### config.mk
export PLATFORM = sky130hd
export DESIGN_NAME = awts_top
export DESIGN_NICKNAME = d
export VERILOG_FILES = /design/src/verilog/awts_top.v
export VERILOG_INCLUDE_DIRS = /design/src /design/src/verilog
export SDC_FILE = /design/constraint.sdc
export NUM_CORES = 1
export LEC_CHECK = 0
export ABC_AREA = 1
export BUFFER_PORTS_ARGS = -buffer_cell sky130_fd_sc_hd__buf_4
export CAP_MARGIN = 30
export CELL_PAD_IN_SITES_DETAIL_PLACEMENT = 0
export CELL_PAD_IN_SITES_GLOBAL_PLACEMENT = 1
export CORE_MARGIN = 10
export CORE_UTILIZATION = 33
export CTS_BUF_LIST = sky130_fd_sc_hd__clkbuf_8
export CTS_CLUSTER_DIAMETER = 60
export DETAILED_ROUTE_END_ITERATION = 7
export PLACE_DENSITY_LB_ADDON = 0.1
export SLEW_MARGIN = 20
export SYNTH_ARGS = -nofsm -noshare
export SYNTH_HDL_FRONTEND = slang
export SYNTH_SLANG_ARGS = --single-unit
### constraint.sdc
create_clock -name CLOCK -period 1.2 [get_ports CLOCK]
set_input_delay 0.06 -clock CLOCK [delete_from_list [all_inputs] [get_ports CLOCK]]
set_output_delay 0.06 -clock CLOCK [all_outputs]
set_load 0.03 [all_outputs]
### src/verilog/awts_defs.vh
// constants for the scan wrap and trigger source select block
`ifndef AWTS_DEFS_VH
`define AWTS_DEFS_VH
`define AWTS_ADDR_WRAP 4'h0
`define AWTS_ADDR_TRIG 4'h4
`define AWTS_ADDR_STAT 4'h8
`define AWTS_CLASS_BIT 7
`define AWTS_WRAP_RESET 4'hF
`define AWTS_TRIG_RESET 5'h00
`endif

### src/verilog/awts_top.v
// scan wrap and trigger source select registers with a small scan sequencer
//
// Decided for this implementation: the register addresses and the Wishbone interface to the registers.
`include "awts_defs.vh"
module awts_top #(
    parameter HAS_DEDICATED = 1
) (
    input wire CLOCK,
    input wire RST_N,
    input wire CYC_I,
    input wire STB_I,
    input wire WE_I,
    input wire [3:0] ADR_I,
    input wire [3:0] SEL_I,
    input wire [31:0] DAT_I,
    output reg [31:0] DAT_O,
    output reg ACK_O,
    input wire START,
    input wire MULTI_CHANNEL_MODE,
    input wire EXTERNAL_TRIGGER_ENABLE,
    input wire CONV_DONE,
    input wire [3:0] DEDICATED_TRIGGER_INPUTS,
    input wire [15:0] ANALOG_PINS,
    output reg ABORT,
    output reg BUSY,
    output reg [3:0] CHANNEL,
    output reg TRIGGER_LEVEL,
    output reg [15:0] INPUT_BUFFER_EN
);
    localparam ST_IDLE = 2'b01;
    localparam ST_RUN = 2'b10;
    reg [3:0] wrap_reg;
    reg [4:0] trig_reg;
    reg [1:0] state_reg;

    // next values of the registers
    reg [1:0] state_next;
    reg busy_next;
    reg abort_next;
    reg [3:0] channel_next;
    reg trigger_level_next;
    reg [15:0] input_buffer_en_next;
    reg ack_next;
    reg [31:0] dat_o_next;
    reg [3:0] wrap_next;
    reg [4:0] trig_next;

    // synchronised pins and decode helpers
    wire [3:0] ded_sync;
    wire [15:0] an_sync;
    wire [1:0] ded_index;
    wire ded_in_range;
    wire wrap_hit;

    wire req = CYC_I & STB_I & ~ACK_O;
    wire wr_lane0 = req & WE_I & SEL_I[0];
    wire wr_wrap = wr_lane0 & (ADR_I == `AWTS_ADDR_WRAP);
    wire wr_trig = wr_lane0 & (ADR_I == `AWTS_ADDR_TRIG);
    wire ctl_write = wr_wrap | wr_trig;
    wire use_ded = trig_reg[4] & (HAS_DEDICATED != 0);
    reg [31:0] rd_data;
    always @* begin
        case (ADR_I)
            `AWTS_ADDR_WRAP: rd_data = {28'h0000000, wrap_reg};
            `AWTS_ADDR_TRIG: rd_data = {24'h000000, trig_reg[4], 3'h0, trig_reg[3:0]};
            `AWTS_ADDR_STAT: rd_data = {31'h00000000, BUSY};
            default: rd_data = 32'h00000000;
        endcase
    end

    // register bus next values
    always @* begin
        ack_next = req;
        dat_o_next = DAT_O;
        wrap_next = wrap_reg;
        trig_next = trig_reg;
        if (req && !WE_I) begin
            dat_o_next = rd_data;
        end
        if (wr_wrap) begin
            wrap_next = DAT_I[3:0];
        end
        if (wr_trig) begin
            trig_next = {DAT_I[`AWTS_CLASS_BIT], DAT_I[3:0]};
        end
    end

    // register bus flops
    always @(posedge CLOCK or negedge RST_N) begin
        if (!RST_N) begin
            ACK_O <= 1'b0;
            DAT_O <= 32'h00000000;
            wrap_reg <= `AWTS_WRAP_RESET;
            trig_reg <= `AWTS_TRIG_RESET;
        end else begin
            ACK_O <= ack_next;
            DAT_O <= dat_o_next;
            wrap_reg <= wrap_next;
            trig_reg <= trig_next;
        end
    end

    // dedicated trigger and analog pins pass two flops before use
    awts_sync #(
        .WIDTH(4)
    ) i_awts_sync_ded (
        .clock(CLOCK),
        .rst_n(RST_N),
        .d_in(DEDICATED_TRIGGER_INPUTS),
        .q_out(ded_sync)
    );

    awts_sync #(
        .WIDTH(16)
    ) i_awts_sync_an (
        .clock(CLOCK),
        .rst_n(RST_N),
        .d_in(ANALOG_PINS),
        .q_out(an_sync)
    );

    assign ded_index = trig_reg[1:0];
    assign ded_in_range = (trig_reg[3:2] == 2'b00);

    // trigger source and buffer enable
    always @* begin
        if (use_ded) begin
            trigger_level_next = ded_in_range ? ded_sync[ded_index] : 1'b0;
        end else begin
            trigger_level_next = an_sync[trig_reg[3:0]];
        end
        if (EXTERNAL_TRIGGER_ENABLE && !use_ded) begin
            input_buffer_en_next = 16'h0001 << trig_reg[3:0];
        end else begin
            input_buffer_en_next = 16'h0000;
        end
    end

    // trigger output flops
    always @(posedge CLOCK or negedge RST_N) begin
        if (!RST_N) begin
            TRIGGER_LEVEL <= 1'b0;
            INPUT_BUFFER_EN <= 16'h0000;
        end else begin
            TRIGGER_LEVEL <= trigger_level_next;
            INPUT_BUFFER_EN <= input_buffer_en_next;
        end
    end

    // last channel before wrapping
    assign wrap_hit = (CHANNEL == wrap_reg);

    // scan sequencer next state
    always @* begin
        state_next = state_reg;
        busy_next = BUSY;
        channel_next = CHANNEL;
        abort_next = ctl_write & BUSY;
        case (state_reg)
            ST_IDLE: begin
                if (START && !ctl_write) begin
                    state_next = ST_RUN;
                    busy_next = 1'b1;
                    channel_next = 4'h0;
                end
            end
            ST_RUN: begin
                if (ctl_write) begin
                    state_next = ST_IDLE;
                    busy_next = 1'b0;
                end else if (CONV_DONE && MULTI_CHANNEL_MODE) begin
                    if (wrap_hit) begin
                        channel_next = 4'h0;
                    end else begin
                        channel_next = CHANNEL + 4'h1;
                    end
                end
            end
            default: begin
                state_next = ST_IDLE;
                busy_next = 1'b0;
            end
        endcase
    end

    // scan sequencer flops
    always @(posedge CLOCK or negedge RST_N) begin
        if (!RST_N) begin
            state_reg <= ST_IDLE;
            BUSY <= 1'b0;
            ABORT <= 1'b0;
            CHANNEL <= 4'h0;
        end else begin
            state_reg <= state_next;
            BUSY <= busy_next;
            ABORT <= abort_next;
            CHANNEL <= channel_next;
        end
    end
endmodule

// two-flop synchroniser for pin inputs
module awts_sync #(
    parameter WIDTH = 1
) (
    input wire clock,
    input wire rst_n,
    input wire [WIDTH-1:0] d_in,
    output wire [WIDTH-1:0] q_out
);
    // first and second stage
    reg [WIDTH-1:0] s1_reg;
    reg [WIDTH-1:0] s2_reg;

    // only the second flop feeds logic
    assign q_out = s2_reg;

    always @(posedge clock or negedge rst_n) begin
        if (!rst_n) begin
            s1_reg <= {WIDTH{1'b0}};
            s2_reg <= {WIDTH{1'b0}};
        end else begin
            s1_reg <= d_in;
            s2_reg <= s1_reg;
        end
    end
endmodule

==> results.md, run 1 <==
* Status: finished with violations
* Violated checks: negative setup slack
* Internal reg-to-reg setup slack at -40 ps
* Rows at 35
* Post-synthesis sequential area ratio at 63.5%
* H-tree levels at 3
* Final HPWL DP at 4820 µm
* Die width at 117 µm
* Crit path time final at 1240 ps
* FILL cells at 888
* Starting density of the core at 33.8%
* Worst vdd ir at 0.000780 V
* F_max at 0.804 GHz
* FF-to-FF Start: ACK_O$_DFF_PN0_
* CP required at 1470 ps
* Final nets at 485
* TritonCTS Sinks at 79
* YS warnings at 0
* Syn Inst Count at 300
* Final Max Tran Viols at 0
* DR vias at 2158
* Final setup viols at 5
* Largest net degree at the start of global routing at 36
* Total CTS buffers at 9
* Max capacitance violation total at 0
* Sequential Area at 0.00199 mm²
* CTS Buffer Depth at 2
* Diode count at 0
* Hold Crit Class: in -> reg
* Crit Path Class: reg -> reg
* Power Total at 6.28 mW
* Setup crit start kind: flop
* Via/cell ratio at 3.93
* Core area at 0.00924 mm²
* Grt total ovfl at 0
* Number of port buffers at 67
* Gp weighted congestion at 0.733
* Synth unique cells at 30
* Root buf cell: clkbuf_8
* Flops & latches, synth at 79
* Hold_ws at 41.5 ps
* DR iter-0 viols at 51
* Most frequent cells in the layout: nand2_1 (87), buf_4 (80), dfrtp_1 (71), dlygate4sd3_1 (28), conb_1 (27)
* Syn_area_per_cell at 10.4 µm²
* Synth top area share at 59.2%
* Commonest non-fill, non-tap cell in the layout: nand2_1
* Post-Syn Area at 0.00313 mm²
* Pre-CTS WS at -17.1 ps
* Die H at 117 µm
* Layout cells sized above 1 at 31.0%
* Critical path endpoint category: flop
* Setup TNS at -151 ps
* Hold endpoint: wrap_reg[3]$_DFFE_PN1P_
* Routed Wire Length at 6530 µm
* RR Endpoint: CHANNEL[0]$_DFFE_PN0P_
* Final Skew at 6.14 ps
* Worst r2r path cells at 8
* Setup WS post-layout at -44.5 ps
* Final Hold Vio Count at 0
* Per-cell routed wire length at 11.9 µm
* Clk Latency, worst-skew pair at 340 ps
* Post-route DRC violation count at 0
* Worst Path Arrival at 1520 ps
* Tcrit/Tclk final at 104%
* Post-route ant nets at 0
* Area Growth Syn to Fin at 38.6%
* Total track usage at 9.68%
* Crit Path Max Fanout at 8
* HP Start: ADR_I[2]
* Die area at 0.0138 mm²
* Clock input transition at the sequential cells of the worst setup and hold paths at 80 ps
* First-pass GRT wire length at 11000 µm
* Post-synth top area cell: dfrtp_1
* Power Density at 1450 mW/mm²
* Vias in the first global route at 2325
* Unrepaired setup endpoints after global routing: yes
* Final core area utilization at 46.9%
* TritonCTS clock tree: done
* Leakage at 2.22 nW
* Top cells by area, synth: dfrtp_1 (59%), nand2_1 (11%), buf_4 (6.5%), dfstp_2 (4.2%), nor2_1 (2.6%)
* Hold path depth at 4
* Drt first pass iters at 4
* IO Count at 125
* Antenna violations before repair at 0
* Multi-input gate area at 940 µm²
## worst max path at each step
| stage | start | endpoint | slack [ps] | cells past startpoint |
|---|---|---|---|---|
| 6_report | ACK_O$_DFF_PN0_ | CHANNEL[0]$_DFFE_PN0P_ | -40 | 8 |
| 5_1_grt | wrap_reg[0]$_DFFE_PN1P_ | CHANNEL[3]$_DFFE_PN0P_ | -130 | 4 |
| 4_1_cts | ACK_O$_DFF_PN0_ | CHANNEL[3]$_DFFE_PN0P_ | -20 | 8 |
| 3_5_place_dp | ACK_O$_DFF_PN0_ | CHANNEL[1]$_DFFE_PN0P_ | -20 | 8 |
| 3_3_place_gp | trig_reg[0]$_DFFE_PN0P_ | TRIGGER_LEVEL$_DFF_PN0_ | -5 | 11 |
| 2_1_floorplan | ACK_O$_DFF_PN0_ | CHANNEL[2]$_DFFE_PN0P_ | -40 | 8 |
## Yosys cell counts, drive strengths merged
library cell,n
nand2,97
dfrtp,74
buf,30
nor2,26
inv,23
o21ai,15
nand3,10
dfstp,5
xnor2,4
nand4,3
clkinv,2
or2,2
xor2,2
a21oi,1
clkbuf,1
conb,1
ha,1
nand3b,1
o211ai,1
o31ai,1
## repair_timing
item,CTS,global route
setup endpoints to repair,8,24
endpoints found under the hold margin,86,0
gates resized for setup,3,15
setup buffers,3,2
hold buffers,28,0
pin swaps,0,3
## where the power goes
group / leakage, nW / internal (mW) / total, mW / switching (mW)
Combinational: 1.12 / 0.423 / 1.07 / 0.648
Sequential: 0.978 / 2.83 / 2.92 / 0.0908
Clock: 0.122 / 1.37 / 2.30 / 0.927
## area by class of cell
| class | instances | share of cell area (%) |
|---|---|---|
| clock inverters | 7 | 2.63 |
| well taps | 129 | 3.73 |
| inverters | 25 | 2.40 |
| clock buffers | 9 | 2.86 |
| repair buffers | 109 | 20.8 |
| flip-flops and latches | 79 | 45.9 |
| multi-input cells | 191 | 21.7 |
## critical path: stages, from the launching register on
cell,delay (ps)
dfrtp_2,400
nand3b_4,180
nor2_4,170
nand2_4,70
nand2_4,80
clkinv_4,70
nand2_8,90
nand2_1,50
o21ai_1,70
## per-stage QoR
stage / instance area, µm² / cells
5_1_grt: 4330 / 549
6_report: 4330 / 549
2_1_floorplan: 3230 / 326
3_5_place_dp: 3730 / 500
3_3_place_gp: 3730 / 500
4_1_cts: 4290 / 547
## cell families (layout without fill, tap and decap cells)
group                    Yosys count  in the layout  share of synthesized area, %
adder cells (fa/ha/maj)            1              1                         0.400
other                              1             27                         0.120
AO/OA/AOI/OAI                     18             18                          3.32
AND/OR/NAND/NOR                  139            139                          20.3
buffers and inverters             56            150                          10.8
XOR/XNOR                           6              6                          1.68
flip-flops                        79             79                          63.5
## metal layers
metal | vias to the layer above | global-route usage (%) | part of all wire, %
met4 | 0 | 3.83 | 1.7
li1 | 1100 | - | -
met1 | 984 | 10.9 | 43
met3 | 9 | 3.65 | 5.9
met2 | 65 | 16.2 | 49
met5 | - | 0 | 0
(Power assumes the default switching activity.)
==> run 2, diff against run 1 <==
Settings changed: BUFFER_PORTS_ARGS -buffer_cell sky130_fd_sc_hd__buf_4 to not set, CORE_UTILIZATION 33 to 44, DONT_BUFFER_PORTS set to 1.
==> run 2 against run 1 <==
- the flow finishes with violations (negative hold slack, negative setup slack)
- clock power decreased by 10%
- fmax up 2.3%
- utilization grew 10 points
- die area fell by 21%
- count of clock-buffer cells in the layout unchanged
- setup slack better by 28 ps
- largest power group unchanged
- highest routed layer unchanged
==> results.md, run 2 (synthesis gave the netlist of run 1 again) <==
* Layout cells sized above 1 at 21.7% (was 31.0%)
* Worst Path Arrival at 1450 ps (was 1520 ps)
* Total CTS buffers at 9 (unchanged)
* Max capacitance violation total at 0 (unchanged)
* Most frequent cells in the layout: nand2_1 (78), dfrtp_1 (71), dlygate4sd3_1 (31), conb_1 (27), inv_1 (22) (was nand2_1 (87), buf_4 (80), dfrtp_1 (71), dlygate4sd3_1 (28), conb_1 (27))
* Per-cell routed wire length at 13.7 µm (was 11.9 µm)
* Gp weighted congestion at 0.730 (was 0.733)
* FILL cells at 643 (was 888)
* Die width at 104 µm (was 117 µm)
* Post-route DRC violation count at 0 (unchanged)
* Rows at 30 (was 35)
* First-pass GRT wire length at 10200 µm (was 11000 µm)
* Final setup viols at 3 (was 5)
* Largest net degree at the start of global routing at 80 (was 36)
* Root buf cell: clkbuf_8 (unchanged)
* Clk Latency, worst-skew pair at 340 ps (about the same)
* Vias in the first global route at 2069 (was 2325)
* Starting density of the core at 45.8% (was 33.8%)
* Worst r2r path cells at 7 (was 8)
* Antenna violations before repair at 0 (unchanged)
* Post-Place Cells at 404 (was 500)
* Post-route ant nets at 0 (unchanged)
* Internal reg-to-reg setup slack at -20 ps (was -40 ps)
* Leakage at 1.90 nW (was 2.22 nW)
* Setup WS post-layout at -16.6 ps (was -44.5 ps)
* Final Hold Vio Count at 79 (was 0)
* Hold_ws at -591 ps (was 41.5 ps)
* Drt first pass iters at 4 (unchanged)
* Final nets at 424 (was 485)
* TritonCTS clock tree: done (unchanged)
* Hold Crit Class: in -> async (was in -> reg)
* Violated checks: negative hold slack, negative setup slack (was negative setup slack)
* Sequential Area at 0.00199 mm² (unchanged)
* Final core area utilization at 56.9% (was 46.9%)
* Crit path time final at 1220 ps (was 1240 ps)
* Power Density at 1520 mW/mm² (was 1450 mW/mm²)
* RR Endpoint: CHANNEL[3]$_DFFE_PN0P_ (was CHANNEL[0]$_DFFE_PN0P_)
* Unrepaired setup endpoints after global routing: yes (unchanged)
* Via/cell ratio at 4.29 (was 3.93)
* CTS Buffer Depth at 2 (unchanged)
* Worst vdd ir at 0.00148 V (was 0.000780 V)
* Final Skew at 9.29 ps (was 6.14 ps)
* Critical path endpoint category: flop (unchanged)
* Core area at 0.00683 mm² (was 0.00924 mm²)
* Commonest non-fill, non-tap cell in the layout: nand2_1 (unchanged)
* Grt total ovfl at 0 (unchanged)
* Routed Wire Length at 6220 µm (was 6530 µm)
* Crit Path Max Fanout at 8 (unchanged)
* Placed inst area at 0.00321 mm² (was 0.00373 mm²)
* Final Max Tran Viols at 0 (unchanged)
* Cell area after layout at 0.00389 mm² (was 0.00433 mm²)
* Number of port buffers at 0 (was 67)
* DR vias at 1953 (was 2158)
* Total track usage at 11.6% (was 9.68%)
* F_max at 0.822 GHz (was 0.804 GHz)
* Diode count at 0 (unchanged)
* Die H at 104 µm (was 117 µm)
* Die area at 0.0109 mm² (was 0.0138 mm²)
* Final cell count without fillers at 455 (was 549)
* Area Growth Syn to Fin at 24.5% (was 38.6%)
* Clock input transition at the sequential cells of the worst setup and hold paths at 80 ps (about the same)
* Setup crit start kind: flop (unchanged)
* Final HPWL DP at 4310 µm (was 4820 µm)
* Crit Path Class: reg -> reg (unchanged)
* Multi-input gate area at 0.00102 mm² (was 940 µm²)
* TritonCTS Sinks at 79 (unchanged)
* H-tree levels at 3 (unchanged)
* Tcrit/Tclk final at 101% (was 104%)
* Power Total at 5.89 mW (was 6.28 mW)
* Status: finished with violations (unchanged)
* CP required at 1430 ps (was 1470 ps)
* DR iter-0 viols at 60 (was 51)
* FF-to-FF Start: ACK_O$_DFF_PN0_ (unchanged)
* IO Count at 125 (unchanged)
-- run 2: final cells by class --
cell class                      count  area share (%)
Clock buffer                        9            3.18
Multi-Input combinational cell    192            26.2
Clock inverter                      7            2.32
Timing Repair Buffer               47            11.6
Inverter                           25            2.61
Sequential cell                    79            51.1
Tap cell                           96            3.09
-- run 2: critical path, cell delays in order, from the launching register on --
cell      delay (ps)
dfrtp_2          410
nand3b_4         170
nor2_4           150
nand2_4           70
nand2_4           70
clkinv_4          60
nand2_8           90
o21ai_1           80
-- run 2: metal layers --
metal	track usage (%)	vias up	wire, µm
met4	5.37	0	68
met5	0	-	0
met3	5.58	5	479
li1	-	974	-
met1	12.9	912	2490
met2	18.3	62	3180
-- run 2: per-stage QoR --
step | hold slack [ps] | setup WS [ps] | TNS, ps
floorplan | -236 | -38.5 | -223
global placement | -233 | -0.468 | -0.468
detailed placement | -233 | -25.5 | -93.5
CTS | -621 | -30.7 | -123
global route | -628 | -155 | -665
finish | -591 | -16.6 | -29.0
-- run 2: worst max-delay path by stage --
| stage | from | endpoint | cells after the start |
|---|---|---|---|
| 3_5_place_dp | ACK_O$_DFF_PN0_ | CHANNEL[1]$_DFFE_PN0P_ | 8 |
| 4_1_cts | ACK_O$_DFF_PN0_ | CHANNEL[3]$_DFFE_PN0P_ | 8 |
| 2_1_floorplan | ACK_O$_DFF_PN0_ | CHANNEL[2]$_DFFE_PN0P_ | 8 |
| 5_1_grt | trig_reg[0]$_DFFE_PN0P_ | TRIGGER_LEVEL$_DFF_PN0_ | 11 |
| 6_report | ACK_O$_DFF_PN0_ | CHANNEL[3]$_DFFE_PN0P_ | 7 |
| 3_3_place_gp | ACK_O$_DFF_PN0_ | CHANNEL[1]$_DFFE_PN0P_ | 7 |
-- run 2: what timing repair did --
| item | 4_1_cts | 5_1_grt |
|---|---|---|
| endpoints found under the hold margin | 111 | 80 |
| buffers inserted | 2 | 1 |
| hold buffers | 30 | 1 |
| resized for setup | 11 | 27 |
| setup endpoints to repair | 10 | 18 |
| pin swaps | 7 | 5 |
| cloned | 0 | 1 |
-- run 2: power by group --
part | switching, mW | total, mW | internal (mW) | leakage, nW
clock | 0.903 | 2.06 | 1.15 | 0.104
combinational | 0.563 | 0.893 | 0.330 | 0.819
sequential | 0.117 | 2.94 | 2.83 | 0.978
total | 1.58 | 5.89 | 4.31 | 1.90
==> run 3, diff against run 2 <==
Settings changed: CORE_UTILIZATION 44 to 43, SYNTH_HIERARCHICAL set to 1.
==> run 3 against run 2 <==
- the flow finishes with violations (negative hold slack)
- critical path depth increased by 2
- count of clock-buffer cells in the layout increased by 1
- register-to-register slack improved by 50 ps
- via count increased by 2.5%
- largest power group unchanged
- clock power decreased by 9%
- die area increased by 1.2%
- non-clock buffer count increased by 7
- flip-flop and latch count unchanged
- critical endpoint is now TRIGGER_LEVEL$_DFF_PN0_
- combinational power decreased by 8.2%
- synthesized cell count increased by 2.0%
- fmax increased by 4.2%
==> results.md, run 3 <==
* DR iter-0 viols at 51 (was 60)
* Commonest non-fill, non-tap cell in the layout: nand2_1 (unchanged)
* Worst Path Buf+Inv at 2 (was 1)
* Via/cell ratio at 4.29 (about the same)
* Cell area after layout at 0.00391 mm² (was 0.00389 mm²)
* Vias in the first global route at 2116 (was 2069)
* Routed Wire Length at 6240 µm (was 6220 µm)
* Pre-CTS WS at -26.7 ps (was -25.5 ps)
* Status: finished with violations (unchanged)
* Synth top area share at 59.7% (was 59.2%)
* Clk Latency, worst-skew pair at 350 ps (was 340 ps)
* Post-route DRC violation count at 0 (unchanged)
* YS warnings at 6 (was 0)
* Post-route ant nets at 0 (unchanged)
* Worst vdd ir at 0.000843 V (was 0.00148 V)
* Top cells by area, synth: dfrtp_1 (60%), nand2_1 (11%), buf_4 (6.8%), dfstp_2 (4.2%), nor2_1 (3.6%) (was dfrtp_1 (59%), nand2_1 (11%), buf_4 (6.5%), dfstp_2 (4.2%), nor2_1 (2.6%))
* Tcrit/Tclk final at 97.3% (was 101%)
* Post-Syn Area at 0.00310 mm² (was 0.00313 mm²)
* Area Growth Syn to Fin at 26.0% (was 24.5%)
* Starting density of the core at 44.9% (was 45.8%)
* Drt first pass iters at 4 (unchanged)
* Most frequent cells in the layout: nand2_1 (77), dfrtp_1 (69), dlygate4sd3_1 (31), nor2_1 (27), conb_1 (27) (was nand2_1 (78), dfrtp_1 (71), dlygate4sd3_1 (31), conb_1 (27), inv_1 (22))
* Post-synthesis sequential area ratio at 64.0% (was 63.5%)
* CP dominant cell by count: nand2_1 (was nand2_4)
* Final Hold Vio Count at 79 (unchanged)
* DR vias at 2002 (was 1953)
* Violated checks: negative hold slack (was negative hold slack, negative setup slack)
* Setup WS post-layout at 32.0 ps (was -16.6 ps)
* Flops & latches, synth at 79 (unchanged)
* Clock input transition at the sequential cells of the worst setup and hold paths at 90 ps (was 80 ps)
* Slowest stage cell, crit path: dfrtp_2 (unchanged)
* Antenna violations before repair at 0 (unchanged)
* Number of port buffers at 0 (unchanged)
* Diode count at 0 (unchanged)
* Final setup viols at 0 (was 3)
* CTS hold repair buffers at 31 (was 30)
* CTS Buffer Depth at 2 (unchanged)
* TritonCTS Sinks at 79 (unchanged)
* Slowest stage delay, CP at 460 ps (was 410 ps)
* Final Skew at 9.39 ps (was 9.29 ps)
* Die width at 105 µm (was 104 µm)
* Worst Path Arrival at 1420 ps (was 1450 ps)
* Synth unique cells at 25 (was 30)
* Die area at 0.0110 mm² (was 0.0109 mm²)
* Power Density at 1440 mW/mm² (was 1520 mW/mm²)
* Hold Crit Class: in -> async (unchanged)
* Total track usage at 11.3% (was 11.6%)
* Rows at 30 (unchanged)
* Post-synth top area cell: dfrtp_1 (unchanged)
* Power Total at 5.63 mW (was 5.89 mW)
* Crit path time final at 1170 ps (was 1220 ps)
* Crit Path Class: reg -> reg (unchanged)
* Top-count cell post-synth: nand2_1 (unchanged)
* Layout cells sized above 1 at 23.7% (was 21.7%)
* Die H at 105 µm (was 104 µm)
* Hold_ws at -608 ps (was -591 ps)
* First-pass GRT wire length at 10200 µm (about the same)
* Critical path endpoint category: flop (unchanged)
* Final core area utilization at 56.5% (was 56.9%)
* CP required at 1450 ps (was 1430 ps)
* Number of synthesized flops with an enable pin at 0 (unchanged)
* Per-cell routed wire length at 13.4 µm (was 13.7 µm)
* Syn Inst Count at 306 (was 300)
* Post-synth top cells: nand2_1 (87), dfrtp_1 (74), nor2_1 (30), buf_4 (28), inv_1 (21) (was nand2_1 (90), dfrtp_1 (74), buf_4 (27), nor2_1 (22), inv_1 (20))
* Grt total ovfl at 0 (unchanged)
* Asr flop ratio synth at 100% (unchanged)
* Post-Place Cells at 416 (was 404)
* Final cell count without fillers at 467 (was 455)
* Final HPWL DP at 4380 µm (was 4310 µm)
* Crit Path Max Fanout at 4 (was 8)
* Max capacitance violation total at 0 (unchanged)
* Placed inst area at 0.00323 mm² (was 0.00321 mm²)
* Core area at 0.00691 mm² (was 0.00683 mm²)
* H-tree levels at 3 (unchanged)
* TritonCTS clock tree: done (unchanged)
* Final Max Tran Viols at 0 (unchanged)
* Root buf cell: clkbuf_8 (unchanged)
* Final nets at 436 (was 424)
* Setup crit start kind: flop (unchanged)
* Leakage at 1.91 nW (was 1.90 nW)
* F_max at 0.856 GHz (was 0.822 GHz)
* Gp weighted congestion at 0.677 (was 0.730)
* Total CTS buffers at 9 (unchanged)
* Syn_area_per_cell at 10.1 µm² (was 10.4 µm²)
* Post-synth top flop: dfrtp_1 (unchanged)
* CP delay by family, top: flip-flops (was simple AND/OR/NAND/NOR gates)
* Setup TNS at 0 ps (was -29.0 ps)
* Crit path cell chain: buf_6 > nand2_1 > inv_1 > nand2_1 > nand3_1 > nand2_1 > nand2_1 > nand2_1 > nor2_1 (was nand3b_4 > nor2_4 > nand2_4 > nand2_4 > clkinv_4 > nand2_8 > o21ai_1)
* IO Count at 125 (unchanged)
* Unrepaired setup endpoints after global routing: yes (unchanged)
* Largest net degree at the start of global routing at 80 (unchanged)
## run 3: what timing repair did
action	in CTS	in global routing
endpoints found under the hold margin	117	79
resized for setup	7	38
setup endpoints to repair	9	16
setup buffers	0	4
pin swaps	0	19
## run 3: power by group
part	switching, mW	internal, mW
registers	0.118	2.82
logic	0.514	0.306
clock network	1.02	0.844
total	1.66	3.97
## run 3: path summary, 6_finish.rpt
kind / startpoint / end / slack [ps] / cells after the start
min reg2reg: i_awts_sync_an/s1_reg[2]$_DFF_PN0_ / i_awts_sync_an/q_out[2]$_DFF_PN0_ / 350 / 0
max: trig_reg[1]$_DFFE_PN0P_ / TRIGGER_LEVEL$_DFF_PN0_ / 30 / 9
max in group asynchronous: RST_N / wrap_reg[1]$_DFFE_PN1P_ / 1610 / 0
min in group CLOCK: WE_I / state_reg[0]$_DFFE_PN1P_ / 0 / 4
min: RST_N / INPUT_BUFFER_EN[5]$_DFF_PN0_ / -610 / 0
max reg2reg: trig_reg[1]$_DFFE_PN0P_ / TRIGGER_LEVEL$_DFF_PN0_ / 30 / 9
## run 3: area by class of cell
type / instances / area (µm²)
fillers: 633 / 3000
flip-flops and latches: 79 / 1990
multi-input cells: 197 / 992
repair buffers: 54 / 515
clock buffers: 10 / 138
well taps: 96 / 120
inverters: 25 / 98.8
clock inverters: 6 / 51.3
## run 3: worst reg2reg max path, stage by stage, from the launching register on
cell and delay (ps):
dfrtp_2 460, buf_6 140, nand2_1 50, inv_1 60, nand2_1 60, nand3_1 80
nand2_1 60, nand2_1 40, nand2_1 60, nor2_1 40
## run 3: layer usage
| metal | vias up | GRT usage [%] | wire length (µm) | share of wire, % |
|---|---|---|---|---|
| li1 | 1011 | - | - | - |
| met1 | 905 | 14.5 | 2860 | 46 |
| met2 | 78 | 16.0 | 2770 | 44 |
| met3 | 8 | 4.73 | 524 | 8.4 |
| met4 | 0 | 5.29 | 91 | 1.5 |
| met5 | - | 0 | 0 | 0 |
## run 3: cells by family after synthesis
logic type / count (synthesis) / synth area share, %
AO/OA/AOI/OAI: 18 / 2.99
XOR/XNOR: 3 / 0.848
adder cells (fa/ha/maj): 1 / 0.404
other: 1 / 0.121
buffers and inverters: 56 / 10.9
flip-flops: 79 / 64.0
AND/OR/NAND/NOR: 148 / 20.8
